===== config.mk =====
export PLATFORM = sky130hd
export DESIGN_NAME = e1_receive_framer_control
export DESIGN_NICKNAME = d
export VERILOG_FILES = /design/src/verilog/e1_rx_pkg.sv /design/src/verilog/e1_receive_framer_control.sv /design/src/verilog/pin_sync.sv
export VERILOG_INCLUDE_DIRS = /design/src /design/src/verilog
export SDC_FILE = /design/constraint.sdc
export NUM_CORES = 1
export LEC_CHECK = 0
export BUFFER_PORTS_ARGS = -buffer_cell sky130_fd_sc_hd__buf_2
export CORE_MARGIN = 2
export CORE_UTILIZATION = 50
export CTS_CLUSTER_DIAMETER = 80
export DETAILED_ROUTE_END_ITERATION = 10
export PLACE_DENSITY = 0.73
export SYNTH_ARGS = -nofsm -noshare
export SYNTH_HDL_FRONTEND = slang
export SYNTH_SLANG_ARGS = --single-unit

===== constraint.sdc =====
create_clock -name i_clk -period 2.45 [get_ports i_clk]
set_input_delay 0.6125 -clock i_clk [delete_from_list [all_inputs] [get_ports i_clk]]
set_output_delay 0.6125 -clock i_clk [all_outputs]
set_load 0.02 [all_outputs]

===== src/verilog/e1_rx_consts.svh =====
// offsets, field positions, reset values and timing counts for the e1 receive framer control
// assumes inclusion by bare name from the framer design files
`ifndef E1_RX_CONSTS_SVH
`define E1_RX_CONSTS_SVH

// ==========================================================================
// register map
`define OFS_MASTER_MODE 8'h80
`define OFS_CONTROL_ONE 8'h81
`define OFS_CONTROL_TWO 8'h82
`define OFS_SUMMARY 8'h9F
`define OFS_FRAMER_STATE 8'hE0
`define MODE_RESET 8'h00
`define CTL1_RESET 8'h00
`define CTL2_RESET 8'h00
`define MODE_USED_MASK 8'hC3
`define CTL1_USED_MASK 8'h7F
`define CTL2_USED_MASK 8'h01

// ==========================================================================
// field positions
`define MODE_FRAMER_ENABLE 7
`define MODE_INIT_DONE 6
`define MODE_SOFT_RESET 1
`define MODE_STANDARD 0
`define CTL1_ZS_DECODE 6
`define CTL1_SIG_MODE 5
`define CTL1_SLOT26_MARK 4
`define CTL1_MF_CHECK 3
`define CTL1_REALIGN_CRIT 2
`define CTL1_AUTO_OFF 1
`define CTL1_RESYNC 0
`define CTL2_LOSS_CRIT 0

// ==========================================================================
// framing patterns and counts
`define FAS_WORD 7'h1B
`define MFAS_WORD 6'h0B
`define MF_FRAME_OF_WORD 4'hB
`define SLOT26_BIT1_POS 8'hD0
`define SLOT16_LAST_POS 8'h87
`define CRC_WINDOW 10'd999
`define CRC_LOSS_LIMIT 10'd915
`define LOSS_ZEROS_SHORT 12'd255
`define LOSS_ZEROS_LONG 12'd2048
`define MF_SEARCH_MS 8
`define CLK_MHZ 100

`endif


===== src/verilog/e1_rx_pkg.sv =====
// types shared by the e1 receive framer control
// assumes the constants header is compiled alongside
package e1_rx_pkg;
  typedef enum logic [5:0] {
    ST_SLEEP = 6'h01,
    ST_SEARCH = 6'h02,
    ST_CONF1 = 6'h04,
    ST_CONF2 = 6'h08,
    ST_SYNC = 6'h10,
    ST_HOLD = 6'h20
  } frame_state_t;
endpackage : e1_rx_pkg


===== src/verilog/e1_receive_framer_control.sv =====
// e1 receive framer control: registers, zero-substitution decode, FAS/CRC4/CAS alignment, loss
// assumes line pins are asynchronous and the status groups and masks come from logic on i_clk
//
// Chosen here: strobed register access.
`timescale 1ns/10ps
`include "e1_rx_consts.svh"
module e1_receive_framer_control #(
  parameter logic [19:0] MF_SEARCH_CYCLES = 20'(`MF_SEARCH_MS * 1000 * `CLK_MHZ)
) (
  input wire logic i_clk,
  input wire logic i_reset,
  input wire logic [7:0] i_addr,
  input wire logic [7:0] i_wdata,
  input wire logic i_wr,
  input wire logic i_rd,
  output logic [7:0] o_rdata,
  input wire logic [47:0] i_latched_status_flag_group,
  input wire logic [47:0] i_receive_alert_masks,
  input wire logic i_signaling_control_alt,
  input wire logic i_rx_line_clk,
  input wire logic i_rx_pos,
  input wire logic i_rx_neg,
  output logic o_rx_data,
  output logic o_rx_data_valid,
  output logic o_receive_channel_marker,
  output logic o_frame_aligned,
  output logic o_mf_aligned,
  output logic o_cas_aligned,
  output logic o_signal_loss
);
  // ========================================================================
  // registers
  logic [7:0] mode_r, ctl1_r, ctl2_r, rd_nxt, summary_r;
  logic [5:0] summary_nxt;
  logic act, resync_d_r, resync_rise;
  e1_rx_pkg::frame_state_t st_r;

  always_ff @(posedge i_clk) begin
    if (i_reset) begin
      mode_r <= `MODE_RESET;
      ctl1_r <= `CTL1_RESET;
      ctl2_r <= `CTL2_RESET;
    end else if (i_wr) begin
      // unused bits are dropped so they can never steer anything
      if (i_addr == `OFS_MASTER_MODE) mode_r <= i_wdata & `MODE_USED_MASK;
      if (i_addr == `OFS_CONTROL_ONE) ctl1_r <= i_wdata & `CTL1_USED_MASK;
      if (i_addr == `OFS_CONTROL_TWO) ctl2_r <= i_wdata & `CTL2_USED_MASK;
    end
  end

  always_comb begin
    for (int g = 0; g < 6; g++) begin
      summary_nxt[g] = |(i_latched_status_flag_group[8*g +: 8] &
                         ~i_receive_alert_masks[8*g +: 8]);
    end
  end

  always_ff @(posedge i_clk) begin
    if (i_reset) summary_r <= 8'h00;
    else summary_r <= {2'b00, summary_nxt};
  end

  always_comb begin
    case (i_addr)
      `OFS_MASTER_MODE: rd_nxt = mode_r;
      `OFS_CONTROL_ONE: rd_nxt = ctl1_r;
      `OFS_CONTROL_TWO: rd_nxt = ctl2_r;
      `OFS_SUMMARY: rd_nxt = summary_r;
      `OFS_FRAMER_STATE: rd_nxt = {3'b000, o_signal_loss, o_cas_aligned, o_mf_aligned,
                                   o_frame_aligned, act};
      default: rd_nxt = 8'h00;
    endcase
  end

  always_ff @(posedge i_clk) begin
    if (i_reset) o_rdata <= 8'h00;
    else o_rdata <= i_rd ? rd_nxt : 8'h00;
  end

  // the processor runs only after init, enabled, E1 selected and out of soft reset
  assign act = mode_r[`MODE_INIT_DONE] & mode_r[`MODE_FRAMER_ENABLE] &
               mode_r[`MODE_STANDARD] & ~mode_r[`MODE_SOFT_RESET];

  always_ff @(posedge i_clk) begin
    if (i_reset) resync_d_r <= 1'b0;
    else resync_d_r <= ctl1_r[`CTL1_RESYNC];
  end
  assign resync_rise = ctl1_r[`CTL1_RESYNC] & ~resync_d_r;

  // ========================================================================
  // line sampling and zero-substitution decode
  logic [2:0] pin_q;
  logic lclk_d_r, tick, mark, viol, pol_r, dec_bit;
  logic [2:0] dl_r;
  logic [11:0] zrun_r;

  pin_sync #(.W(3)) u_pin_sync (
    .i_clk(i_clk),
    .i_reset(i_reset),
    .i_d({i_rx_line_clk, i_rx_pos, i_rx_neg}),
    .o_q(pin_q)
  );

  always_ff @(posedge i_clk) begin
    if (i_reset) lclk_d_r <= 1'b0;
    else lclk_d_r <= pin_q[2];
  end
  assign tick = pin_q[2] & ~lclk_d_r;
  assign mark = pin_q[1] | pin_q[0];
  // a mark of the same polarity as the previous one is a substitution violation
  assign viol = ctl1_r[`CTL1_ZS_DECODE] & mark & (pol_r == pin_q[1]);
  // fixed three-bit delay in both modes so frame timing never shifts with the decoder
  assign dec_bit = viol ? 1'b0 : dl_r[2];

  always_ff @(posedge i_clk) begin
    if (i_reset || !act) begin
      dl_r <= 3'h0;
      pol_r <= 1'b0;
      o_rx_data <= 1'b0;
      o_rx_data_valid <= 1'b0;
      zrun_r <= 12'h000;
    end else begin
      o_rx_data_valid <= tick;
      if (tick) begin
        dl_r <= viol ? 3'h0 : {dl_r[1:0], mark};
        if (mark) pol_r <= pin_q[1];
        o_rx_data <= dec_bit;
        if (mark) zrun_r <= 12'h000;
        else if (zrun_r != 12'hFFF) zrun_r <= zrun_r + 12'h001;
      end
    end
  end

  assign o_signal_loss = ctl2_r[`CTL2_LOSS_CRIT] ? (zrun_r >= `LOSS_ZEROS_LONG) :
                         (zrun_r >= `LOSS_ZEROS_SHORT);

  // ========================================================================
  // frame alignment
  logic [7:0] sh_r, sh_nxt, bit_pos_r;
  logic even_r, ts0_end, search_hit, fas_bad, nf_bad, fas_loss, crc_loss_r;
  logic [1:0] fas_err_r, nf_err_r;
  logic [3:0] mfr_r;
  logic mf_hit;

  assign sh_nxt = {sh_r[6:0], dec_bit};
  assign ts0_end = tick && bit_pos_r == 8'h07;
  assign search_hit = tick && st_r == e1_rx_pkg::ST_SEARCH && sh_nxt[6:0] == `FAS_WORD;
  assign fas_bad = sh_nxt[6:0] != `FAS_WORD;
  assign nf_bad = !sh_nxt[6];
  assign fas_loss = ts0_end && st_r == e1_rx_pkg::ST_SYNC &&
                    ((even_r && fas_bad && fas_err_r == 2'd2) ||
                     (ctl1_r[`CTL1_REALIGN_CRIT] && !even_r && nf_bad && nf_err_r == 2'd2));

  always_ff @(posedge i_clk) begin
    if (i_reset || !act) begin
      sh_r <= 8'h00;
      bit_pos_r <= 8'h00;
      even_r <= 1'b0;
      mfr_r <= 4'h0;
    end else if (tick) begin
      sh_r <= sh_nxt;
      if (search_hit) begin
        bit_pos_r <= 8'h08;
        even_r <= 1'b1;
      end else begin
        bit_pos_r <= bit_pos_r + 8'h01;
        if (bit_pos_r == 8'hFF) begin
          even_r <= ~even_r;
          mfr_r <= mfr_r + 4'h1;
        end
      end
      if (mf_hit) mfr_r <= `MF_FRAME_OF_WORD;
    end
  end

  always_ff @(posedge i_clk) begin
    if (i_reset || !act) begin
      st_r <= e1_rx_pkg::ST_SLEEP;
    end else if (resync_rise) begin
      st_r <= e1_rx_pkg::ST_SEARCH;
    end else if (crc_loss_r) begin
      st_r <= e1_rx_pkg::ST_SEARCH;
    end else begin
      unique case (st_r)
        e1_rx_pkg::ST_SLEEP: st_r <= e1_rx_pkg::ST_SEARCH;
        e1_rx_pkg::ST_SEARCH: if (search_hit) st_r <= e1_rx_pkg::ST_CONF1;
        e1_rx_pkg::ST_CONF1: begin
          if (ts0_end) st_r <= nf_bad ? e1_rx_pkg::ST_SEARCH : e1_rx_pkg::ST_CONF2;
        end
        e1_rx_pkg::ST_CONF2: begin
          if (ts0_end) st_r <= fas_bad ? e1_rx_pkg::ST_SEARCH : e1_rx_pkg::ST_SYNC;
        end
        e1_rx_pkg::ST_SYNC: begin
          if (fas_loss) begin
            st_r <= ctl1_r[`CTL1_AUTO_OFF] ? e1_rx_pkg::ST_HOLD : e1_rx_pkg::ST_SEARCH;
          end
        end
        e1_rx_pkg::ST_HOLD: st_r <= e1_rx_pkg::ST_HOLD;
      endcase
    end
  end

  always_ff @(posedge i_clk) begin
    if (i_reset || st_r != e1_rx_pkg::ST_SYNC) begin
      fas_err_r <= 2'd0;
      nf_err_r <= 2'd0;
    end else if (ts0_end) begin
      if (even_r) fas_err_r <= fas_bad ? fas_err_r + 2'd1 : 2'd0;
      else nf_err_r <= nf_bad ? nf_err_r + 2'd1 : 2'd0;
    end
  end

  assign o_frame_aligned = st_r == e1_rx_pkg::ST_SYNC;

  always_ff @(posedge i_clk) begin
    if (i_reset) o_receive_channel_marker <= 1'b0;
    else o_receive_channel_marker <= ctl1_r[`CTL1_SLOT26_MARK] && o_frame_aligned &&
                                     bit_pos_r == `SLOT26_BIT1_POS;
  end

  // ========================================================================
  // crc4 multiframe alignment and checking
  logic mf_run, mf_found_r, mf_al_r, prev_ok_r, smf_end, cw_bad, crc_d, crc_fb;
  logic [4:0] mf_sh_r;
  logic [19:0] mf_tmr_r;
  logic [3:0] crc_r, crc_upd, crc_prev_r, c_rx_r;
  logic [9:0] cw_cnt_r, ce_cnt_r, ce_sum;

  assign mf_run = o_frame_aligned && ctl1_r[`CTL1_MF_CHECK];
  assign mf_hit = ts0_end && mf_run && !even_r && !mf_al_r &&
                  {mf_sh_r, sh_nxt[7]} == `MFAS_WORD;
  // the check bit in the first position of FAS frames is counted as zero in the remainder
  assign crc_d = (even_r && bit_pos_r == 8'h00) ? 1'b0 : dec_bit;
  assign crc_fb = crc_r[3] ^ crc_d;
  assign crc_upd = {crc_r[2], crc_r[1], crc_r[0] ^ crc_fb, crc_fb};
  assign smf_end = tick && bit_pos_r == 8'hFF && mfr_r[2:0] == 3'h7;
  assign cw_bad = c_rx_r != crc_prev_r;
  assign ce_sum = ce_cnt_r + {9'h000, cw_bad};

  always_ff @(posedge i_clk) begin
    if (i_reset || !mf_run) begin
      mf_sh_r <= 5'h00;
      mf_found_r <= 1'b0;
      mf_al_r <= 1'b0;
      mf_tmr_r <= 20'h00000;
    end else begin
      if (ts0_end && !even_r) mf_sh_r <= {mf_sh_r[3:0], sh_nxt[7]};
      if (mf_hit) begin
        if (mf_found_r && mfr_r == `MF_FRAME_OF_WORD) mf_al_r <= 1'b1;
        mf_found_r <= 1'b1;
        mf_tmr_r <= 20'h00000;
      end else if (mf_found_r && !mf_al_r) begin
        if (mf_tmr_r >= MF_SEARCH_CYCLES) mf_found_r <= 1'b0;
        else mf_tmr_r <= mf_tmr_r + 20'h00001;
      end
    end
  end

  always_ff @(posedge i_clk) begin
    if (i_reset || !mf_al_r) begin
      crc_r <= 4'h0;
      crc_prev_r <= 4'h0;
      c_rx_r <= 4'h0;
      prev_ok_r <= 1'b0;
      cw_cnt_r <= 10'd0;
      ce_cnt_r <= 10'd0;
      crc_loss_r <= 1'b0;
    end else begin
      crc_loss_r <= 1'b0;
      if (tick) crc_r <= smf_end ? 4'h0 : crc_upd;
      if (ts0_end && even_r) c_rx_r <= {c_rx_r[2:0], sh_nxt[7]};
      if (smf_end) begin
        crc_prev_r <= crc_upd;
        prev_ok_r <= 1'b1;
        // the received check bits cover the previous sub-multiframe
        if (prev_ok_r) begin
          if (cw_cnt_r == `CRC_WINDOW) begin
            crc_loss_r <= ce_sum >= `CRC_LOSS_LIMIT;
            cw_cnt_r <= 10'd0;
            ce_cnt_r <= 10'd0;
          end else begin
            cw_cnt_r <= cw_cnt_r + 10'd1;
            ce_cnt_r <= ce_sum;
          end
        end
      end
    end
  end

  assign o_mf_aligned = mf_al_r;

  // ========================================================================
  // cas multiframe alignment
  logic cas_run, cas_al_r, cas_err_r, nz_r, ts16_end;
  logic [3:0] cas_fr_r;
  logic [7:0] prev16_r;

  assign cas_run = o_frame_aligned && !ctl1_r[`CTL1_SIG_MODE];
  assign ts16_end = tick && bit_pos_r == `SLOT16_LAST_POS;

  always_ff @(posedge i_clk) begin
    if (i_reset || !cas_run) begin
      cas_al_r <= 1'b0;
      cas_err_r <= 1'b0;
      nz_r <= 1'b0;
      cas_fr_r <= 4'h0;
      prev16_r <= 8'h00;
    end else begin
      if (tick && bit_pos_r == 8'hFF) cas_fr_r <= cas_fr_r + 4'h1;
      if (ts16_end) begin
        prev16_r <= sh_nxt;
        if (!cas_al_r) begin
          if (sh_nxt[7:4] == 4'h0 && (!i_signaling_control_alt || prev16_r != 8'h00)) begin
            cas_al_r <= 1'b1;
            cas_fr_r <= 4'h0;
            cas_err_r <= 1'b0;
            nz_r <= 1'b0;
          end
        end else begin
          if (cas_fr_r == 4'h0) begin
            if (sh_nxt[7:4] != 4'h0) begin
              if (cas_err_r) cas_al_r <= 1'b0;
              cas_err_r <= 1'b1;
            end else begin
              cas_err_r <= 1'b0;
            end
          end
          if (cas_fr_r == 4'hF) begin
            if (!nz_r && sh_nxt == 8'h00) cas_al_r <= 1'b0;
            nz_r <= 1'b0;
          end else begin
            nz_r <= nz_r | (sh_nxt != 8'h00);
          end
        end
      end
    end
  end

  assign o_cas_aligned = cas_al_r;

  // ========================================================================
  // checks
  sleep_hold_a:
  assert property (@(posedge i_clk) disable iff (i_reset)
    !act |=> st_r == e1_rx_pkg::ST_SLEEP && !o_frame_aligned)
    else $error("framer left sleep while not enabled");

  soft_reset_a:
  assert property (@(posedge i_clk) disable iff (i_reset)
    mode_r[`MODE_SOFT_RESET] [*3] |-> st_r == e1_rx_pkg::ST_SLEEP && !o_mf_aligned)
    else $error("processor running during soft reset");

  summary_mask_a:
  assert property (@(posedge i_clk) disable iff (i_reset)
    (i_latched_status_flag_group[7:0] & ~i_receive_alert_masks[7:0]) == 8'h00
    |=> !summary_r[0] && summary_r[7:6] == 2'b00)
    else $error("masked flag reached summary");

  summary_set_a:
  assert property (@(posedge i_clk) disable iff (i_reset)
    (i_latched_status_flag_group[47:40] & ~i_receive_alert_masks[47:40]) != 8'h00
    |=> summary_r[5])
    else $error("unmasked group six flag missing from summary");

  resync_edge_a:
  assert property (@(posedge i_clk) disable iff (i_reset)
    act && $rose(ctl1_r[`CTL1_RESYNC]) |=> st_r == e1_rx_pkg::ST_SEARCH)
    else $error("resync edge did not restart search");

  fas_loss_a:
  assert property (@(posedge i_clk) disable iff (i_reset)
    act && fas_loss && !resync_rise && !crc_loss_r |=> !o_frame_aligned)
    else $error("alignment kept after three bad words");

  hold_stay_a:
  assert property (@(posedge i_clk) disable iff (i_reset)
    st_r == e1_rx_pkg::ST_HOLD && act && !resync_rise |=> st_r == e1_rx_pkg::ST_HOLD)
    else $error("automatic realign while disabled");

  marker_a:
  assert property (@(posedge i_clk) disable iff (i_reset)
    o_receive_channel_marker |-> $past(bit_pos_r) == `SLOT26_BIT1_POS &&
    $past(ctl1_r[`CTL1_SLOT26_MARK]))
    else $error("channel marker outside slot 26 bit 1");

  loss_short_a:
  assert property (@(posedge i_clk) disable iff (i_reset)
    !ctl2_r[`CTL2_LOSS_CRIT] && zrun_r == `LOSS_ZEROS_SHORT |-> o_signal_loss)
    else $error("signal loss not declared at 255 zeros");

  crc_loss_a:
  assert property (@(posedge i_clk) disable iff (i_reset)
    crc_loss_r && act && !resync_rise |=> st_r == e1_rx_pkg::ST_SEARCH && !o_mf_aligned)
    else $error("crc4 loss did not resync");
endmodule : e1_receive_framer_control


===== src/verilog/pin_sync.sv =====
// two-stage synchroniser for pins arriving from outside the clock domain
// assumes i_clk is the framer clock and i_reset is synchronous, active high
`timescale 1ns/10ps
module pin_sync #(
  parameter int W = 1
) (
  input wire logic i_clk,
  input wire logic i_reset,
  input wire logic [W-1:0] i_d,
  output logic [W-1:0] o_q
);
  logic [W-1:0] meta_r;

  always_ff @(posedge i_clk) begin
    if (i_reset) begin
      meta_r <= '0;
      o_q <= '0;
    end else begin
      meta_r <= i_d;
      o_q <= meta_r;
    end
  end
endmodule : pin_sync


==> metrics <==
run status=completed; first-pass detailed-route iteration total=5; Area after DPL=0.00848 mm2; Post-DP HPWL=12800 um; crit path cell chain=ha_4, nand4_1, nor2_2, nor4_1, o21bai_1, buf_4; Distinct cells, synth=69; Fillers=1313; # DRC=0; Required @ worst endpoint=1.84 ns; proportion of synthesized chip area in sequential cells=about two fifths; number of ports placed on the die boundary=about 140; CP peak stage delay=0.38 ns; Final nets=1200; H-tree depth=4; routability-driven placement congestion ratio=0.893; total number of vias=between 6000 and 7000; TritonCTS clock tree=done; multi-input combinational cell area=0.00395 mm2; class of the most critical hold timing path=input pin to flop; antenna-violating nets left=0; Final Hold Vio Count=0; Crit. End Element=primary output; synthesized instance count=925; power after layout=between 5 and 6 mW; slew of the pin with the lowest slew margin=0.710 ns; number of antenna cells inserted=0; final number of max-transition violations=0; clk sink count=158; clk buf depth=2; maximum clock rate=0.428 GHz; Avg Cell Area, Syn=8.17 um2; count of port buffers added during placement=between 100 and 150; starting density of the core=around 52%; Setup Total Neg Slack=0 ns; TritonCTS Buffers=17; FF+latch count, synth=158; Worst Hold Slack=just under 0.4 ns; Yosys top cell area share=41.9%; Post-Syn Area=0.00755 mm2; prevailing post-synth register cell=sky130_fd_sc_hd__dfxtp_1; unrepaired setup endpoints after global routing=no; aggregate routed wire length=17500 um; largest net degree at the start of global routing=28; maximum VDD drop=0.468 mV; number of synthesized flops with an enable pin=0; fraction of registers with async set or reset after synthesis=0%; crit path launch type=flop; maximum fanout along the worst path=5; overall die height=127 um; Die X-Extent=127 um; kind of cell adding the most delay to the critical path=simple AND/OR/NAND/NOR gates; class of the most critical setup path=flop to primary output; pwr/cell area=583 mW/mm2; clock transition at the registers of the reported paths=0.06 ns; min Tclk post-route=2.33 ns; Total GRT Usage=22.2%; share of post-route cells with drive strength above 1=19.5%; source-to-sink clock delay at the later pin of the worst-skew pair=0.43 ns; number of cells in the finished layout apart from fillers=about 1300; standard-cell row count=44; vias per cell=5.47; cell accounting for the most synthesized area=sky130_fd_sc_hd__dfxtp_1; reported max-cap violation count=0; remaining max-slew budget at the tightest pin=52.2%; Setup Skew=between 0.01 and 0.015 ns; Iter 0 DRT Violations=461; total congestion overflow after global routing=0; most common cell in the synthesized netlist=sky130_fd_sc_hd__dfxtp_1; final setup violation count=0; number of synthesis warnings=0; hold buffers post-CTS=0; most instantiated cells after synthesis=158 x sky130_fd_sc_hd__dfxtp_1, 115 x sky130_fd_sc_hd__nor2_1, 78 x sky130_fd_sc_hd__nand2_1; most area-consuming cells after synthesis=sky130_fd_sc_hd__dfxtp_1 42%, sky130_fd_sc_hd__nor2_1 5.7%, sky130_fd_sc_hd__a21oi_1 5.1%; antenna violations before repair=0; part of the cycle the worst path needs=95.3%; synthesis-to-layout area growth=20.1%; Layout Cell Area excl Fill=0.00907 mm2; Critical-path top delay cell=sky130_fd_sc_hd__dfxtp_4; critical path arrival=1.72 ns; first-pass GRT wire length=29400 um; WL per Instance=~14 um; full die area=~0.016 mm2; cell at the root of the clock tree=sky130_fd_sc_hd__clkbuf_16; register area=0.00317 mm2; Placed Cells incl. Taps=1228; buffering stage count on the worst path with inverters included=1; vias in the first global route=between 6000 and 7000; net count after synthesis=between 1000 and 1500; Leak Pwr=3.42 nW; Placeable Area=between 0.01 and 0.015 mm2
[path summary, 6_finish.rpt]
check | from | endpoint | slack [ns] | depth (start not counted)
max | zrun_r[0] | o_signal_loss | 0.12 | 6
min | i_rx_neg | u_pin_sync.meta_r[0] | 0.39 | 2
max reg2reg | st_r[1] | bit_pos_r[5] | 0.18 | 5
min reg2reg | u_pin_sync.meta_r[0] | u_pin_sync.o_q[0] | 0.44 | 1
[cell type report]
cell class	instances	share of cell area [%]
clock inverter	15	1.49
inverter	76	3.14
multi-input combinational	652	43.5
sequential	158	34.9
clock buffer	17	4.69
tap	184	2.54
timing repair buffer	160	9.71
[power breakdown]
part           switching, mW  total (mW)  internal (mW)
clock                   1.10        2.51           1.41
combinational         0.0862       0.192          0.106
sequential           0.00560        2.59           2.58
[what timing repair did]
item | in CTS | in global routing
pin swaps | 2 | 2
setup endpoints to repair | 1 | 1
gates resized for setup | 4 | 3
buffers inserted | 1 | 1
[flip-flops by register name (all words and copies together), names as in the netlist, 5 cells and up]
register,cells
summary_r,6
ctl1_r,7
mf_tmr_r,20
ce_cnt_r,10
st_r,6
mf_sh_r,5
cw_cnt_r,10
bit_pos_r,8
prev16_r,8
zrun_r,12
o_rdata,8
sh_r,7
[layout by cell type (no fill, tap or decap), drive strengths merged, types with 10 or more instances in the layout]
cell	netlist	routed
a21oi	78	78
a221oi	12	12
and3	10	10
buf	14	160
clkbuf	25	17
dfxtp	158	158
ha	15	15
inv	76	81
mux2i	22	22
nand2	79	79
nand2b	10	10
nand3	54	54
nand4	18	18
nor2	116	116
nor2b	14	14
nor3	28	28
nor4	20	20
o21ai	20	20
o22ai	12	12
or3	14	14
xnor2	31	31
xor2	18	18
[cell families after synthesis]
family,after synthesis,synth area share [%]
AND/OR/NAND/NOR,401,27.1
flip-flops,158,41.9
multiplexers,22,2.92
buffers and inverters,115,6.03
AO/OA/AOI/OAI,164,13.5
XOR/XNOR,50,6.00
adder cells (fa/ha/maj),15,2.48
[metal layers]
layer  vias up  wire length, um  GRT usage (%)
met1      3166             8140           28.5
met3        28              952           5.31
met2       206             8080           36.7
met5         -                0              0
met4         0              288           7.50
li1       3503                -              -
[metrics by stage]
stage / setup slack, ns / util, %
detailed placement: 0.0427 / 57.9
finish: 0.116 / 62.0
global placement: 0.146 / 57.9
CTS: 0.00278 / 61.8
floorplan: 0.333 / -
global route: 0.0336 / 62.0
Power figures use the tool's default switching activity.
